`src/gdrv_cfg_pkg.sv`:
```
// Constants, types and carriers of the gate-driver configuration bank.
// Assumes one 100 MHz clock shared with the serial front end.
package gdrv_cfg_pkg;
  localparam int CLK_MHZ = 100;
  localparam int RELOAD_TIME_US = 125;
  // Longest time, 125 us at 100 MHz, gives exactly 12500 cycles
  localparam int RELOAD_CYC = RELOAD_TIME_US * CLK_MHZ;
  localparam int CNT_W = 24;
  // Register offsets
  localparam logic [6:0] A_CONF0 = 7'h00;
  localparam logic [6:0] A_CONF2 = 7'h02;
  localparam logic [6:0] A_CONF3 = 7'h03;
  localparam logic [6:0] A_CONF4 = 7'h04;
  localparam logic [6:0] A_CONF7 = 7'h07;
  localparam logic [6:0] A_LOCK = 7'h08;
  localparam logic [6:0] A_AOSEL = 7'h10;
  localparam logic [6:0] A_CSG = 7'h11;
  localparam logic [6:0] A_FSDL = 7'h12;
  localparam logic [6:0] A_DTI = 7'h13;
  localparam logic [6:0] A_DTIF = 7'h14;
  localparam logic [6:0] A_WDRST = 7'h15;
  localparam logic [6:0] A_BIAS = 7'h16;
  localparam logic [6:0] A_RELOAD = 7'h17;
  localparam logic [6:0] A_FLAGA = 7'h20;
  localparam logic [6:0] A_FLAGB = 7'h21;
  localparam logic [6:0] A_LINK = 7'h22;
  localparam logic [6:0] A_BK0 = 7'h40;
  localparam logic [6:0] A_BK3 = 7'h43;
  // Values
  localparam logic [7:0] RST_ZERO = 8'h00;
  localparam logic [7:0] RST_AOSEL = 8'h07;
  localparam logic [7:0] CMD_GO = 8'h00;
  localparam logic [7:0] CMD_WD = 8'h00;
  localparam logic [7:0] CMD_UNLATCH = 8'hFF;
  localparam logic [7:0] LINK_PAT = 8'h55;
  // Field positions in supply_diagnostic_output_pin_config
  localparam int B_THERM = 5;
  localparam int B_CLRSEL = 4;
  localparam int B_LATONLY = 3;
  localparam int B_POL = 2;
  localparam int B_VGSEL = 1;
  localparam int B_VCSEL = 0;
  // Field positions in otp_readout_bias
  localparam int B_BIAS_EN = 1;
  localparam int B_BIAS_LV = 0;
  typedef enum logic [1:0] {
    ST_IDLE = 2'b00, ST_REQ = 2'b01, ST_WAIT = 2'b10, ST_HOLD = 2'b11
  } reload_state_t;
  typedef enum logic [1:0] {
    THR_NORMAL = 2'b00, THR_LOW = 2'b01, THR_HIGH = 2'b10
  } otp_thr_t;
  typedef struct packed {
    logic valid;
    logic write;
    logic [6:0] addr;
    logic [7:0] wdata;
  } acc_req_t;
  typedef struct packed {
    logic valid;
    logic [7:0] status;
    logic [7:0] rdata;
  } acc_rsp_t;
endpackage : gdrv_cfg_pkg

```
`src/gdrv_cfg_bank.sv`:
```
// Configuration and diagnostic register bank of a three-phase pre-driver.
// Assumes a serial front end on clk that issues one access per request.
`timescale 1ns/1ps
module gdrv_cfg_bank #(
  parameter int RELOAD_CYCLES = gdrv_cfg_pkg::RELOAD_CYC
) (
  input wire logic clk,
  input wire logic nrst,
  input wire gdrv_cfg_pkg::acc_req_t acc_req,
  output gdrv_cfg_pkg::acc_rsp_t acc_rsp,
  input wire logic [1:0] op_mode,
  input wire logic dt_update_busy,
  input wire logic enable_pin,
  input wire logic [4:0] fault_cond_a,
  input wire logic [4:0] fault_cond_b,
  input wire logic latch_fault,
  output logic otp_rd_en,
  output logic [1:0] otp_rd_word,
  output gdrv_cfg_pkg::otp_thr_t otp_threshold,
  input wire logic [7:0] otp_rd_data,
  input wire logic otp_rd_done,
  output logic [7:0] cfg_byte [0:7],
  output logic [7:0] aout_sel,
  output logic [7:0] cs_gain,
  output logic [7:0] fet_short_lvl,
  output logic [7:0] dead_time,
  output logic thermal_limit_select,
  output logic gate_supply_mode_select,
  output logic regulator_level_select,
  output logic diagnostic_output_pin,
  output logic wd_restart,
  output logic latch_release
);
  gdrv_cfg_pkg::reload_state_t state_q;
  gdrv_cfg_pkg::otp_thr_t thr_q;
  logic [1:0] word_q;
  logic [gdrv_cfg_pkg::CNT_W-1:0] cnt_q;
  logic [7:0] prot_q [0:2];
  logic [7:0] main_q [4:7];
  logic [7:0] bk_q [0:3];
  logic [1:0] bias_q;
  logic otp_lock_q;
  logic main_lock_q;
  logic acc_fail_q;
  logic latch_q;
  logic diagnostic_output_pin_sum_q;
  logic [4:0] flag_a_q;
  logic [4:0] flag_b_q;
  logic [11:0] sync1_q;
  logic [11:0] sync2_q;
  logic en_low;
  logic [4:0] cond_a;
  logic [4:0] cond_b;
  logic latch_in;
  logic busy;
  logic load;
  logic wr;
  logic rd;
  logic fail;
  logic wr_ok;
  logic en_ok;
  logic [7:0] rdata;
  logic [7:0] status;
  logic diagnostic_output_pin_err;

  // Address decode shared by the permission and answer logic
  function automatic logic is_mapped(input logic [6:0] a);
    return (a <= gdrv_cfg_pkg::A_LOCK) ||
           (a >= gdrv_cfg_pkg::A_AOSEL && a <= gdrv_cfg_pkg::A_RELOAD) ||
           (a >= gdrv_cfg_pkg::A_FLAGA && a <= gdrv_cfg_pkg::A_LINK) ||
           (a >= gdrv_cfg_pkg::A_BK0 && a <= gdrv_cfg_pkg::A_BK3);
  endfunction : is_mapped

  function automatic logic is_otp_grp(input logic [6:0] a);
    return (a <= gdrv_cfg_pkg::A_CONF2) ||
           (a >= gdrv_cfg_pkg::A_BK0 && a <= gdrv_cfg_pkg::A_BK3);
  endfunction : is_otp_grp

  function automatic logic is_main_grp(input logic [6:0] a);
    return a >= gdrv_cfg_pkg::A_CONF4 && a <= gdrv_cfg_pkg::A_CONF7;
  endfunction : is_main_grp

  function automatic logic is_ro(input logic [6:0] a);
    return a == gdrv_cfg_pkg::A_CONF3 || a == gdrv_cfg_pkg::A_DTIF ||
           (a >= gdrv_cfg_pkg::A_FLAGA && a <= gdrv_cfg_pkg::A_LINK);
  endfunction : is_ro

  // Bias bits to readout threshold
  function automatic gdrv_cfg_pkg::otp_thr_t thr_of(input logic [1:0] b);
    if (!b[gdrv_cfg_pkg::B_BIAS_EN]) begin
      return gdrv_cfg_pkg::THR_NORMAL;
    end
    return b[gdrv_cfg_pkg::B_BIAS_LV] ? gdrv_cfg_pkg::THR_HIGH : gdrv_cfg_pkg::THR_LOW;
  endfunction : thr_of

  // Pin inputs pass two flops; only the second stage is read
  always_ff @(posedge clk or negedge nrst) begin
    if (!nrst) begin
      sync1_q <= 12'h000;
      sync2_q <= 12'h000;
    end else begin
      sync1_q <= {latch_fault, fault_cond_b, fault_cond_a, enable_pin};
      sync2_q <= sync1_q;
    end
  end
  assign en_low = !sync2_q[0];
  assign cond_a = sync2_q[5:1];
  assign cond_b = sync2_q[10:6];
  assign latch_in = sync2_q[11];

  // Access classification
  assign busy = state_q != gdrv_cfg_pkg::ST_IDLE;
  assign load = state_q == gdrv_cfg_pkg::ST_WAIT && otp_rd_done;
  assign wr = acc_req.valid && acc_req.write;
  assign rd = acc_req.valid && !acc_req.write;
  always_comb begin
    fail = !is_mapped(acc_req.addr);
    if (acc_req.write) begin
      fail = fail || is_ro(acc_req.addr);
      fail = fail || (is_otp_grp(acc_req.addr) && otp_lock_q);
      fail = fail || (is_main_grp(acc_req.addr) && main_lock_q);
      fail = fail || (acc_req.addr == gdrv_cfg_pkg::A_DTI && dt_update_busy);
    end
    // Reload path must not be disturbed mid-transfer
    if (busy && (is_otp_grp(acc_req.addr) || acc_req.addr == gdrv_cfg_pkg::A_CONF3 ||
        acc_req.addr == gdrv_cfg_pkg::A_BIAS || (acc_req.write &&
        acc_req.addr == gdrv_cfg_pkg::A_RELOAD))) begin
      fail = 1'b1;
    end
  end
  // Enable-low gating; a refused write here is silent, not a failure
  assign en_ok = en_low || !(acc_req.addr <= gdrv_cfg_pkg::A_CONF7 ||
      acc_req.addr == gdrv_cfg_pkg::A_BIAS || is_otp_grp(acc_req.addr));
  assign wr_ok = wr && !fail && en_ok;

  // Reload sequencer: four words, then held busy until the load time, counted from the start of the reload, has run
  always_ff @(posedge clk or negedge nrst) begin
    if (!nrst) begin
      state_q <= gdrv_cfg_pkg::ST_REQ; // Startup reload
      word_q <= 2'h0;
      otp_rd_en <= 1'b0;
      thr_q <= gdrv_cfg_pkg::THR_NORMAL;
    end else begin
      case (state_q)
        gdrv_cfg_pkg::ST_IDLE: begin
          if (wr_ok && acc_req.addr == gdrv_cfg_pkg::A_RELOAD &&
              acc_req.wdata == gdrv_cfg_pkg::CMD_GO) begin
            state_q <= gdrv_cfg_pkg::ST_REQ;
            word_q <= 2'h0;
            thr_q <= thr_of(bias_q);
          end
        end
        gdrv_cfg_pkg::ST_REQ: begin
          otp_rd_en <= 1'b1;
          state_q <= gdrv_cfg_pkg::ST_WAIT;
        end
        gdrv_cfg_pkg::ST_WAIT: begin
          if (otp_rd_done) begin
            otp_rd_en <= 1'b0;
            if (word_q == 2'h3) begin
              state_q <= gdrv_cfg_pkg::ST_HOLD;
            end else begin
              word_q <= word_q + 2'h1;
              state_q <= gdrv_cfg_pkg::ST_REQ;
            end
          end
        end
        gdrv_cfg_pkg::ST_HOLD: begin
          if (cnt_q >= gdrv_cfg_pkg::CNT_W'(RELOAD_CYCLES - 1)) begin
            state_q <= gdrv_cfg_pkg::ST_IDLE;
          end
        end
        default: begin
          state_q <= gdrv_cfg_pkg::ST_IDLE;
        end
      endcase
    end
  end
  assign otp_rd_word = word_q;
  assign otp_threshold = thr_q;

  // Busy time counter; saturates so a huge setting cannot wrap
  always_ff @(posedge clk or negedge nrst) begin
    if (!nrst) begin
      cnt_q <= '0;
    end else if (!busy) begin
      cnt_q <= '0;
    end else if (cnt_q != '1) begin
      cnt_q <= cnt_q + 1'b1;
    end
  end

  // OTP-backed config and backup words
  always_ff @(posedge clk or negedge nrst) begin
    if (!nrst) begin
      for (int i = 0; i < 3; i++) begin
        prot_q[i] <= gdrv_cfg_pkg::RST_ZERO;
      end
      for (int i = 0; i < 4; i++) begin
        bk_q[i] <= gdrv_cfg_pkg::RST_ZERO;
      end
    end else if (load) begin
      bk_q[word_q] <= otp_rd_data;
      if (word_q != 2'h3) begin
        prot_q[word_q] <= otp_rd_data;
      end
    end else if (wr_ok && acc_req.addr <= gdrv_cfg_pkg::A_CONF2) begin
      prot_q[acc_req.addr[1:0]] <= acc_req.wdata;
    end else if (wr_ok && is_otp_grp(acc_req.addr)) begin
      bk_q[acc_req.addr[1:0]] <= acc_req.wdata;
    end
  end

  // Lock bits only ever set
  always_ff @(posedge clk or negedge nrst) begin
    if (!nrst) begin
      otp_lock_q <= 1'b0;
      main_lock_q <= 1'b0;
    end else begin
      if ((load && word_q == 2'h3 && otp_rd_data[0]) ||
          (wr_ok && acc_req.addr == gdrv_cfg_pkg::A_BK3 && acc_req.wdata[0])) begin
        otp_lock_q <= 1'b1;
      end
      if (wr_ok && acc_req.addr == gdrv_cfg_pkg::A_LOCK && acc_req.wdata[0]) begin
        main_lock_q <= 1'b1;
      end
    end
  end

  // Dynamic registers and the main-lock group
  always_ff @(posedge clk or negedge nrst) begin
    if (!nrst) begin
      for (int i = 4; i < 8; i++) begin
        main_q[i] <= gdrv_cfg_pkg::RST_ZERO;
      end
      aout_sel <= gdrv_cfg_pkg::RST_AOSEL;
      cs_gain <= gdrv_cfg_pkg::RST_ZERO;
      fet_short_lvl <= gdrv_cfg_pkg::RST_ZERO;
      dead_time <= gdrv_cfg_pkg::RST_ZERO;
      bias_q <= 2'h0;
    end else if (wr_ok) begin
      case (acc_req.addr)
        gdrv_cfg_pkg::A_AOSEL: aout_sel <= {5'h00, acc_req.wdata[2:0]};
        gdrv_cfg_pkg::A_CSG: cs_gain <= {6'h00, acc_req.wdata[1:0]};
        gdrv_cfg_pkg::A_FSDL: fet_short_lvl <= {4'h0, acc_req.wdata[3:0]};
        gdrv_cfg_pkg::A_DTI: dead_time <= {4'h0, acc_req.wdata[3:0]};
        gdrv_cfg_pkg::A_BIAS: bias_q <= acc_req.wdata[1:0];
        default: begin
          if (is_main_grp(acc_req.addr)) begin
            main_q[acc_req.addr[2:0]] <= acc_req.wdata;
          end
        end
      endcase
    end
  end

  // Exported config view; slot 3 mirrors the OTP lock
  always_comb begin
    for (int i = 0; i < 3; i++) begin
      cfg_byte[i] = prot_q[i];
    end
    cfg_byte[3] = {7'h00, otp_lock_q};
    for (int i = 4; i < 8; i++) begin
      cfg_byte[i] = main_q[i];
    end
  end
  assign thermal_limit_select = prot_q[0][gdrv_cfg_pkg::B_THERM];
  assign gate_supply_mode_select = prot_q[0][gdrv_cfg_pkg::B_VGSEL];
  assign regulator_level_select = prot_q[0][gdrv_cfg_pkg::B_VCSEL];

  // Fault flags: set wins over any clear in the same cycle
  always_ff @(posedge clk or negedge nrst) begin
    if (!nrst) begin
      flag_a_q <= 5'h00;
      flag_b_q <= 5'h00;
      diagnostic_output_pin_sum_q <= 1'b0;
    end else begin
      if (prot_q[0][gdrv_cfg_pkg::B_CLRSEL]) begin
        flag_a_q <= cond_a;
        flag_b_q <= cond_b;
      end else begin
        flag_a_q <= cond_a | (flag_a_q &
            ~((rd && !fail && acc_req.addr == gdrv_cfg_pkg::A_FLAGA) ? 5'h1F : 5'h00));
        flag_b_q <= cond_b | (flag_b_q &
            ~((rd && !fail && acc_req.addr == gdrv_cfg_pkg::A_FLAGB) ? 5'h1F : 5'h00));
      end
      diagnostic_output_pin_sum_q <= |{flag_a_q, flag_b_q};
    end
  end

  // Latched shutdown and watchdog strobes
  always_ff @(posedge clk or negedge nrst) begin
    if (!nrst) begin
      latch_q <= 1'b0;
      wd_restart <= 1'b0;
      latch_release <= 1'b0;
    end else begin
      wd_restart <= wr_ok && acc_req.addr == gdrv_cfg_pkg::A_WDRST &&
          acc_req.wdata == gdrv_cfg_pkg::CMD_WD;
      latch_release <= wr_ok && acc_req.addr == gdrv_cfg_pkg::A_WDRST &&
          acc_req.wdata == gdrv_cfg_pkg::CMD_UNLATCH;
      if (latch_in) begin
        latch_q <= 1'b1;
      end else if (latch_release) begin
        latch_q <= 1'b0;
      end
    end
  end

  // Diagnostic pin, registered so it never glitches
  assign diagnostic_output_pin_err = prot_q[0][gdrv_cfg_pkg::B_LATONLY] ? latch_q :
      (latch_q || diagnostic_output_pin_sum_q);
  always_ff @(posedge clk or negedge nrst) begin
    if (!nrst) begin
      diagnostic_output_pin <= 1'b1;
    end else begin
      diagnostic_output_pin <= prot_q[0][gdrv_cfg_pkg::B_POL] ? diagnostic_output_pin_err : !diagnostic_output_pin_err;
    end
  end

  // Read mux
  always_comb begin
    rdata = 8'h00;
    case (acc_req.addr)
      gdrv_cfg_pkg::A_CONF3: rdata = {7'h00, otp_lock_q};
      gdrv_cfg_pkg::A_LOCK: rdata = {7'h00, main_lock_q};
      gdrv_cfg_pkg::A_AOSEL: rdata = aout_sel;
      gdrv_cfg_pkg::A_CSG: rdata = cs_gain;
      gdrv_cfg_pkg::A_FSDL: rdata = fet_short_lvl;
      gdrv_cfg_pkg::A_DTI: rdata = dead_time;
      gdrv_cfg_pkg::A_DTIF: rdata = {7'h00, dt_update_busy};
      gdrv_cfg_pkg::A_BIAS: rdata = {6'h00, bias_q};
      gdrv_cfg_pkg::A_FLAGA: rdata = {3'h0, flag_a_q};
      gdrv_cfg_pkg::A_FLAGB: rdata = {3'h0, flag_b_q};
      gdrv_cfg_pkg::A_LINK: rdata = gdrv_cfg_pkg::LINK_PAT;
      default: begin
        if (acc_req.addr <= gdrv_cfg_pkg::A_CONF2) begin
          rdata = prot_q[acc_req.addr[1:0]];
        end else if (is_main_grp(acc_req.addr)) begin
          rdata = main_q[acc_req.addr[2:0]];
        end else if (is_otp_grp(acc_req.addr)) begin
          rdata = bk_q[acc_req.addr[1:0]];
        end
      end
    endcase
  end
  assign status = {1'b0, bias_q[gdrv_cfg_pkg::B_BIAS_EN], acc_fail_q, diagnostic_output_pin_sum_q,
      latch_q, busy, op_mode};

  // Answer one cycle after the request; failure flag covers the last access
  always_ff @(posedge clk or negedge nrst) begin
    if (!nrst) begin
      acc_rsp <= '0;
      acc_fail_q <= 1'b0;
    end else begin
      acc_rsp.valid <= acc_req.valid;
      if (acc_req.valid) begin
        acc_rsp.status <= status;
        acc_rsp.rdata <= (acc_req.write || fail) ? 8'h00 : rdata;
        acc_fail_q <= fail;
      end
    end
  end

  chk_reload_busy: assert property (@(posedge clk) disable iff (!nrst)
    (state_q == gdrv_cfg_pkg::ST_IDLE && wr_ok && acc_req.addr == gdrv_cfg_pkg::A_RELOAD &&
     acc_req.wdata == gdrv_cfg_pkg::CMD_GO) |=> busy ##1 otp_rd_en)
    else $error("reload command did not start a reload");
  chk_reload_thr: assert property (@(posedge clk) disable iff (!nrst)
    otp_rd_en |-> otp_threshold == thr_of(bias_q))
    else $error("readout threshold differs from bias register");
  chk_lock_sticky: assert property (@(posedge clk) disable iff (!nrst)
    (otp_lock_q |=> otp_lock_q) and (main_lock_q |=> main_lock_q))
    else $error("lock bit was cleared");
  chk_locked_write: assert property (@(posedge clk) disable iff (!nrst)
    (wr && main_lock_q && is_main_grp(acc_req.addr)) |=> $stable(main_q[4]) && acc_fail_q)
    else $error("locked register accepted a write");
  chk_en_gate: assert property (@(posedge clk) disable iff (!nrst)
    (wr && !en_low && acc_req.addr == gdrv_cfg_pkg::A_CONF0 && !busy)
    |=> $stable(prot_q[0]))
    else $error("config write taken while enable high");
  chk_unmapped: assert property (@(posedge clk) disable iff (!nrst)
    (acc_req.valid && !is_mapped(acc_req.addr)) |=> acc_fail_q && acc_rsp.valid)
    else $error("unmapped access not flagged");
  chk_flag_recover: assert property (@(posedge clk) disable iff (!nrst)
    (prot_q[0][gdrv_cfg_pkg::B_CLRSEL] && $stable(prot_q[0])) |-> flag_a_q == $past(cond_a))
    else $error("flags do not follow recovery");
  chk_diagnostic_output_pin_pin: assert property (@(posedge clk) disable iff (!nrst)
    (latch_q && prot_q[0][gdrv_cfg_pkg::B_POL]) [*2] |-> diagnostic_output_pin)
    else $error("diagnostic pin not showing latched error");
  // A reload in flight may only end from its hold phase, never because of a poll
  chk_link_read: assert property (@(posedge clk) disable iff (!nrst)
    (rd && acc_req.addr == gdrv_cfg_pkg::A_LINK) |=> acc_rsp.rdata == 8'h55 &&
    (busy || !$past(busy) || $past(state_q) == gdrv_cfg_pkg::ST_HOLD))
    else $error("link check pattern wrong");
  chk_wd_pulse: assert property (@(posedge clk) disable iff (!nrst)
    (wr_ok && acc_req.addr == gdrv_cfg_pkg::A_WDRST && acc_req.wdata == 8'hFF)
    |=> latch_release && !wd_restart)
    else $error("latch release pulse wrong");
  chk_wd_restart: assert property (@(posedge clk) disable iff (!nrst)
    (wr_ok && acc_req.addr == gdrv_cfg_pkg::A_WDRST && acc_req.wdata == 8'h00)
    |=> wd_restart && !latch_release)
    else $error("watchdog restart pulse wrong");
  chk_status_busy: assert property (@(posedge clk) disable iff (!nrst)
    acc_rsp.valid |-> acc_rsp.status[2] == $past(busy))
    else $error("status busy bit wrong");

  cov_reload_done: cover property (@(posedge clk) disable iff (!nrst)
    state_q == gdrv_cfg_pkg::ST_HOLD ##1 state_q == gdrv_cfg_pkg::ST_IDLE);
  cov_otp_lock: cover property (@(posedge clk) disable iff (!nrst) $rose(otp_lock_q));
  cov_fail: cover property (@(posedge clk) disable iff (!nrst) $rose(acc_fail_q));
  cov_high_thr: cover property (@(posedge clk) disable iff (!nrst)
    otp_rd_en && otp_threshold == gdrv_cfg_pkg::THR_HIGH);
endmodule : gdrv_cfg_bank

```
`config.mk`:
```
export PLATFORM = sky130hd
export DESIGN_NAME = gdrv_cfg_bank
export DESIGN_NICKNAME = d
export VERILOG_FILES = /design/src/gdrv_cfg_pkg.sv /design/src/gdrv_cfg_bank.sv
export SDC_FILE = /design/constraint.sdc
export NUM_CORES = 1
export LEC_CHECK = 0
export BUFFER_PORTS_ARGS = -buffer_cell sky130_fd_sc_hd__buf_2
export CORE_MARGIN = 4
export CORE_UTILIZATION = 51
export DETAILED_ROUTE_END_ITERATION = 8
export PLACE_DENSITY = 0.86
export SETUP_SLACK_MARGIN = 0.15
export SLEW_MARGIN = 30
export SYNTH_ARGS = -nofsm -noshare
export SYNTH_HDL_FRONTEND = slang
export SYNTH_SLANG_ARGS = --single-unit
```
`constraint.sdc`:
```
create_clock -name clk -period 2.45 [get_ports clk]
set_clock_uncertainty 0.05 [all_clocks]
set_input_delay 0.245 -clock clk [delete_from_list [all_inputs] [get_ports clk]]
set_output_delay 0.245 -clock clk [all_outputs]
set_load 0.01 [all_outputs]
```
==> run_results.csv, run 1 <==
group,metric,value,unit
clocking,cts-root-buf,"clkbuf_16",
synthesis,muxShareOfSynthArea,0.139,
drt,wl_met1,11.0,mm
synthesis,ys_ff_latch,192,
clocking,clk_latency,0.44,ns
critical_path,critPathLaunchType,"flip-flop",
timing,layout_min_cycle_time,2.29,ns
hold_path,hp-start,"otp_rd_data[7]",
floorplan,die_h,145,µm
placement,place_congestion,0.993,
final_layout,n_antenna_cell,0,
synthesis,synth_cell_types,70,
synthesis,synth-edff-count,0,
placement,io_buffers,139,
floorplan,ioPinCount,167,
clocking,htree_levels,4,
critical_path,required,2.73,ns
outcome,status,"finished clean",
hold_path,hold_end,"bk_q[15]",
synthesis,yosys_warnings,0,
synthesis,synth-simple-area-share,0.154,
critical_path,path_cells,"buf_4 > inv_1 > and3_4 > nor2b_1 > nand2_1 > or2_2 > o221a_2",
critical_path,cp_slowest_cell,"or2_2",
clocking,clock_sinks,192,
synthesis,yosysMostFrequentCell,"dfrtp_1",
floorplan,start_util,0.525,
global_route,grt_pass1_vias,7838,
critical_path,arrival,2.58,ns
critical_path,r2r-start,"state_q[0]",
drt,via_per_inst,6.18,
synthesis,synthTopCellsByArea,"dfrtp_1 (49%), mux2_2 (6.6%), mux4_2 (3.8%)",
final_layout,drive_above_1_share,0.383,
final_layout,seqCellArea,0.00481,mm²
power_and_ir_drop,ir_worst_vdd,576,µV
critical_path,crit_path_max_incr_delay,0.41,ns
critical_path,crit_path_start,"state_q[0]",
timing,setup_viol,0,
synthesis,async_flop_share,1.00,
floorplan,rows,49,
placement,dp_slack,-0.0881,ns
hold_path,hold_class,"in -> reg",
drt,met3_wirelength,2.85,mm
clocking,numCtsBuffers,17,
drt,top_layer,"met4",
timing,rsz0062_at_grt,"yes",
drt,drt_iter0_markers,890,
synthesis,synthFlopType,"dfrtp_1",
global_route,grt_start_max_net_pins,69,
floorplan,core,0.0181,mm²
final_layout,area_growth,23.1,%
clocking,cts_tree,"done",
drt,drc,0,
power_and_ir_drop,leakagePower,5.32,nW
power_and_ir_drop,powerDensity,815,mW/mm²
drt,met2WireLength,13.2,mm
timing,finalHoldViolCount,0,
synthesis,synth_top_family_by_area,"simple AND/OR/NAND/NOR gates",
synthesis,synth_area_per_cell,11.4,µm²
critical_path,crit_fanout,9,
synthesis,synth_compound_area_frac,0.134,
global_route,antenna_found_initial,0,
run,max_cap_violations,0,
critical_path,r2r_end,"cfg_byte[63]",
synthesis,synth_top_area_frac,0.491,
global_route,grt_use_total,0.273,
global_route,grt_pass1_wl,43.7,mm
timing,finalMaxSlewViolations,0,
drt,first_pass_iters,6,
hold_path,min_path_cells,3,
critical_path,cp-end-kind,"flip-flop",
synthesis,netlist_instances,835,
drt,ant_nets,0,
timing,slew_headroom,0.544,
clocking,clk_pin_slew,0.07,ns
timing,tightest_slew,0.674,ns
global_route,grt.overflow.total,0,
critical_path,reg2reg_slack,0.16,ns
synthesis,synth_top_area_cell,"dfrtp_1",
timing,setup_slack,0.156,ns
drt,finalWirelength,28.1,mm
synthesis,synthTopCellsByCount,"dfrtp_1 (187), nor2_1 (80), mux2_2 (56)",
power_and_ir_drop,fin_total_pwr,9.56,mW
synthesis,yosys.area_share.adder,0.00656,
floorplan,dieArea,0.0209,mm²
floorplan,fp.dieW,145,µm
placement,dp_hpwl,20.3,mm
critical_path,critical_path_class,"reg -> reg",
synthesis,ys_seq_area_frac,0.505,
synthesis,synth_xor_area_frac,0.0129,
final_layout,fillers,1383,
drt,vias,7941,
final_layout,multi_input_area,0.00445,mm²
critical_path,r2r_cells,7,
timing,fin_crit_sh,0.936,
final_layout,fin_nets,1090,
timing,max_freq,436,MHz
clocking,clk_path_buf_depth,2,
synthesis,synth_area,0.00953,mm²
drt,avgRoutedWirePerCell,21.9,µm
==> critical path, delay by kind of cell, from the launching register on <==
family | cells | cell delay [ns]
flops | 1 | 0.38
buf+inv | 2 | 0.25
compound gates | 1 | 0.13
simple gates | 4 | 1.37
==> power breakdown <==
part           switching [mW]  internal [mW]  total, mW
combinational            1.34           1.19       2.53
clock                    1.27           1.42       2.69
sequential              0.521           3.83       4.35
==> logic make-up (layout without fill, tap and decap cells) <==
family	after synthesis	in the layout
xor+xnor	14	14
other cells	1	27
simple gates	262	262
compound gates	167	167
buf+inv	89	283
flops	192	192
fa+ha+maj	5	5
mux	105	105
==> layout by cell type, fill, tap and decap left out, types with 5 or more instances in the layout <==
cell type        n
a22oi_1          5
nor4_1          16
dfrtp_1        187
nand2_1         27
ha_1             5
nand3_2          7
nand3_1         23
buf_2          138
and3_1          16
or3_1            9
buf_12           7
o211ai_1         7
o2bb2ai_1        6
nand4_1          9
xnor2_1         12
mux2i_1         33
nor3_1          10
mux2_2          56
inv_1           15
or2_2           24
nor2_1          79
a221o_1          8
o221a_2         23
a21oi_1         47
clkbuf_16       17
a32o_1           7
conb_1          27
dfstp_2          5
mux4_2          16
buf_4           73
dlygate4sd3_1   15
o21ai_0         16
nor4_4           6
a21o_1          11
==> what timing repair did <==
| action | in CTS | in global routing |
|---|---|---|
| resized for setup | 2 | 8 |
| hold endpoints to repair | 74 | 0 |
| hold buffers | 15 | 0 |
| cloned | 0 | 0 |
| pin swaps | 3 | 14 |
| setup endpoints to repair | 15 | 64 |
| setup buffers | 0 | 2 |
==> layer usage <==
| metal | global-route usage | vias up |
|---|---|---|
| met5 | 0 | - |
| met4 | 0.128 | 0 |
| met3 | 0.0615 | 102 |
| met2 | 0.421 | 491 |
| met1 | 0.372 | 3897 |
| li1 | - | 3451 |
==> stage by stage <==
step | TNS, ns | hold slack [ns] | std cells | instance area, µm² | utilization
after floorplan | 0 | -0.101 | 861 | 9690 | -
after global placement | -0.346 | 0.241 | 1235 | 10900 | 0.603
after detailed placement | -3.25 | 0.243 | 1235 | 10900 | 0.603
after CTS | 0 | 0.0736 | 1282 | 11700 | 0.643
after global routing | 0 | 0.0974 | 1284 | 11700 | 0.647
final | 0 | 0.0889 | 1284 | 11700 | 0.647
==> flip-flops by register name, summed over array words and instances (netlist names), 3 cells and up <==
register,cells
cfg_byte,56
bk_q,32
cnt_q,24
acc_rsp,16
sync1_q,12
sync2_q,12
flag_a_q,5
flag_b_q,5
dead_time,4
fet_short_lvl,4
aout_sel,3
==> how the worst max path moves through the flow <==
stage / cells past startpoint / endpoint
floorplan: 8 / cfg_byte[16]
global placement: 8 / cfg_byte[58]
detailed placement: 10 / cfg_byte[13]
CTS: 7 / cfg_byte[63]
global route: 7 / cfg_byte[51]
finish: 7 / cfg_byte[63]
==> cell type report <==
| type | count | area share |
|---|---|---|
| clock inverters | 13 | 0.0113 |
| well taps | 229 | 0.0244 |
| flip-flops and latches | 192 | 0.410 |
| inverters | 15 | 0.00480 |
| multi-input cells | 580 | 0.379 |
| repair buffers | 236 | 0.134 |
| clock buffers | 19 | 0.0369 |
Power figures use the tool's default switching activity.
==> inputs of run 2 (changes only) <==
ABC_AREA = 1   (was unset)
BUFFER_PORTS_ARGS = -buffer_cell sky130_fd_sc_hd__buf_4   (was -buffer_cell sky130_fd_sc_hd__buf_2)
==> run_results.csv, run 2 <==
group,metric,value,unit
synthesis,synth_area_per_cell,8.26,µm²
critical_path,critPathLaunchType,"flip-flop",
drt,via_per_inst,5.94,
critical_path,path_cells,"inv_1 > nor2_1 > inv_1 > nor2_2 > inv_2 > nand2_2 > nand2_1 > buf_4 > nand3_1 > nand2_1",
timing,max_freq,461,MHz
drt,first_pass_iters,7,
run,max_cap_violations,0,
global_route,grt.overflow.total,0,
synthesis,synth_cell_types,46,
timing,setup_slack,0.283,ns
power_and_ir_drop,leakagePower,5.89,nW
critical_path,crit_path_max_incr_delay,0.40,ns
placement,dp_hpwl,22.0,mm
synthesis,ys_seq_area_frac,0.500,
final_layout,final_cell_mix,"nand2_1 (353), dfrtp_1 (187), buf_4 (167), inv_1 (95), nor2_1 (69)",
power_and_ir_drop,fin_total_pwr,9.08,mW
drt,drt_iter0_markers,1461,
final_layout,fin_area,0.0117,mm²
synthesis,synthTopCellsByCount,"nand2_1 (355), dfrtp_1 (187), inv_1 (95)",
drt,drc,0,
clocking,clk_pin_slew,0.07,ns
power_and_ir_drop,intPower,6.09,mW
clocking,numCtsBuffers,17,
clocking,cts-root-buf,"clkbuf_16",
synthesis,async_flop_share,1.00,
global_route,grt_use_total,0.284,
placement,place_congestion,0.986,
power_and_ir_drop,swShare,0.329,
timing,layout_min_cycle_time,2.17,ns
timing,tightest_slew,0.552,ns
synthesis,synthFlopType,"dfrtp_1",
global_route,antenna_found_initial,0,
final_layout,instances_no_fill,1576,
synthesis,synth_top_area_cell,"dfrtp_1",
synthesis,synth_area,0.00963,mm²
placement,io_buffers,139,
floorplan,dieArea,0.0211,mm²
power_and_ir_drop,powerDensity,775,mW/mm²
clocking,htree_levels,4,
floorplan,fp.dieW,145,µm
drt,met2WireLength,13.8,mm
drt,finalWirelength,30.3,mm
critical_path,arrival,2.44,ns
final_layout,fin_nets,1384,
timing,finalMaxSlewViolations,0,
power_and_ir_drop,p_sw,2.98,mW
floorplan,start_util,0.527,
critical_path,crit_fanout,12,
drt,vias,9364,
power_and_ir_drop,p_clk_frac,0.318,
final_layout,drive_above_1_share,0.195,
floorplan,rows,49,
synthesis,synth_top_area_frac,0.486,
critical_path,cp-end-kind,"flip-flop",
synthesis,synth-edff-count,0,
placement,dp_slack,0.177,ns
hold_path,hold_class,"in -> reg",
final_layout,largest_reg_flops,56,
drt,avgRoutedWirePerCell,19.2,µm
critical_path,cp_slowest_cell,"dfrtp_1",
power_and_ir_drop,pwr-share-seq,0.458,
timing,fin_crit_sh,0.885,
global_route,grt_start_max_net_pins,63,
final_layout,n_antenna_cell,0,
timing,rsz0062_at_grt,"no",
final_layout,area_growth,21.6,%
drt,top_layer,"met4",
critical_path,required,2.73,ns
global_route,grt_pass1_vias,8880,
drt,wl_met1,11.8,mm
synthesis,yosysMostFrequentCell,"nand2_1",
global_route,grt_pass1_wl,48.4,mm
synthesis,netlist_instances,1166,
placement,dpl_cell_area,0.0109,mm²
critical_path,critical_path_class,"reg -> reg",
floorplan,core,0.0183,mm²
timing,slew_headroom,0.629,
final_layout,final_common_cell,"nand2_1",
synthesis,synthTopCellsByArea,"dfrtp_1 (49%), nand2_1 (14%), inv_1 (3.7%)",
timing,tns,0,ns
synthesis,ys_ff_latch,192,
power_and_ir_drop,comb_power_share,0.224,
clocking,clock_sinks,192,
clocking,cts_tree,"done",
drt,met3_wirelength,3.61,mm
timing,setup_viol,0,
floorplan,ioPinCount,167,
outcome,status,"finished clean",
clocking,clk_path_buf_depth,2,
drt,ant_nets,0,
timing,finalHoldViolCount,0,
clocking,clk_latency,0.44,ns
floorplan,die_h,145,µm
placement,place_inst,1529,
power_and_ir_drop,ir_worst_vdd,561,µV
synthesis,yosys_warnings,0,
[run 2: changes by cell type after synthesis, moves of 28 or more]
cell / delta
nand3_1: +39
o21ai_1: +33
o22ai_1: +41
inv_1: +80
nand2_1: +328
mux2i_1: -33
nand4_1: +39
a21oi_1: -28
mux2_2: -56
[run 2: path summary, 6_finish.rpt]
| path | slack [ns] | end | cells after the start | from |
|---|---|---|---|---|
| setup / recovery | 0.28 | bk_q[12] | 10 | state_q[1] |
| hold / removal | 0.03 | dead_time[3] | 3 | acc_req[3] |
| setup reg to reg | 0.28 | bk_q[12] | 10 | state_q[1] |
| hold reg to reg | 0.30 | sync2_q[4] | 0 | sync1_q[4] |
| max in group asynchronous | 1.30 | cfg_byte[4] | 3 | nrst |
| min in group asynchronous | 0.29 | cfg_byte[46] | 2 | nrst |
[run 2: cells by family after synthesis]
family                     after synthesis  share of synthesized area
xor gates and xnor gates                 3                    0.00273
buffers and inverters                  166                     0.0820
other                                    1                   0.000390
DFF                                    192                      0.500
AOI/OAI and AO/OA                      184                      0.116
adders and majority gates                5                    0.00650
and+or+nand+nor                        615                      0.292
[run 2: final cells by class]
class / instances / area [µm²]
inverters: 103 / 389
fillers: 1484 / 6560
multi-input cells: 834 / 4130
clock buffers: 18 / 439
repair buffers: 188 / 1500
clock inverters: 12 / 158
flip-flops and latches: 192 / 4810
well taps: 229 / 287
[run 2: repair_timing]
item	4_1_cts	5_1_grt
endpoints found under the hold margin	72	0
setup endpoints to repair	0	17
resized for setup	0	2
buffers inserted	0	0
hold buffers	17	0
[run 2: stage by stage]
step / util / hold WS [ns]
2_1_floorplan: - / -0.101
3_3_place_gp: 0.599 / 0.212
3_5_place_dp: 0.599 / 0.210
4_1_cts: 0.641 / 0.0177
5_1_grt: 0.641 / 0.0331
6_report: 0.641 / 0.0287
[run 2: metal layers]
layer	vias to the layer above	global-route usage
met1	4402	0.398
li1	4211	-
met5	-	0
met4	0	0.0950
met3	101	0.0651
met2	650	0.441
[run 2: worst max-delay path: cells and delay by family, from the launching register on]
family / cells / cell delay, ns
simple gates: 6 / 0.98
buf+inv: 4 / 0.62
flops: 1 / 0.40
[run 2: power groups by stage]
stage	logic, mW	registers [mW]	clock network (mW)
6_report	2.03	4.16	2.88
2_1_floorplan	1.11	4.10	0
3_5_place_dp	1.97	4.18	0
5_1_grt	2.23	4.20	3.04
3_3_place_gp	1.90	4.17	0
4_1_cts	2.01	4.14	2.88
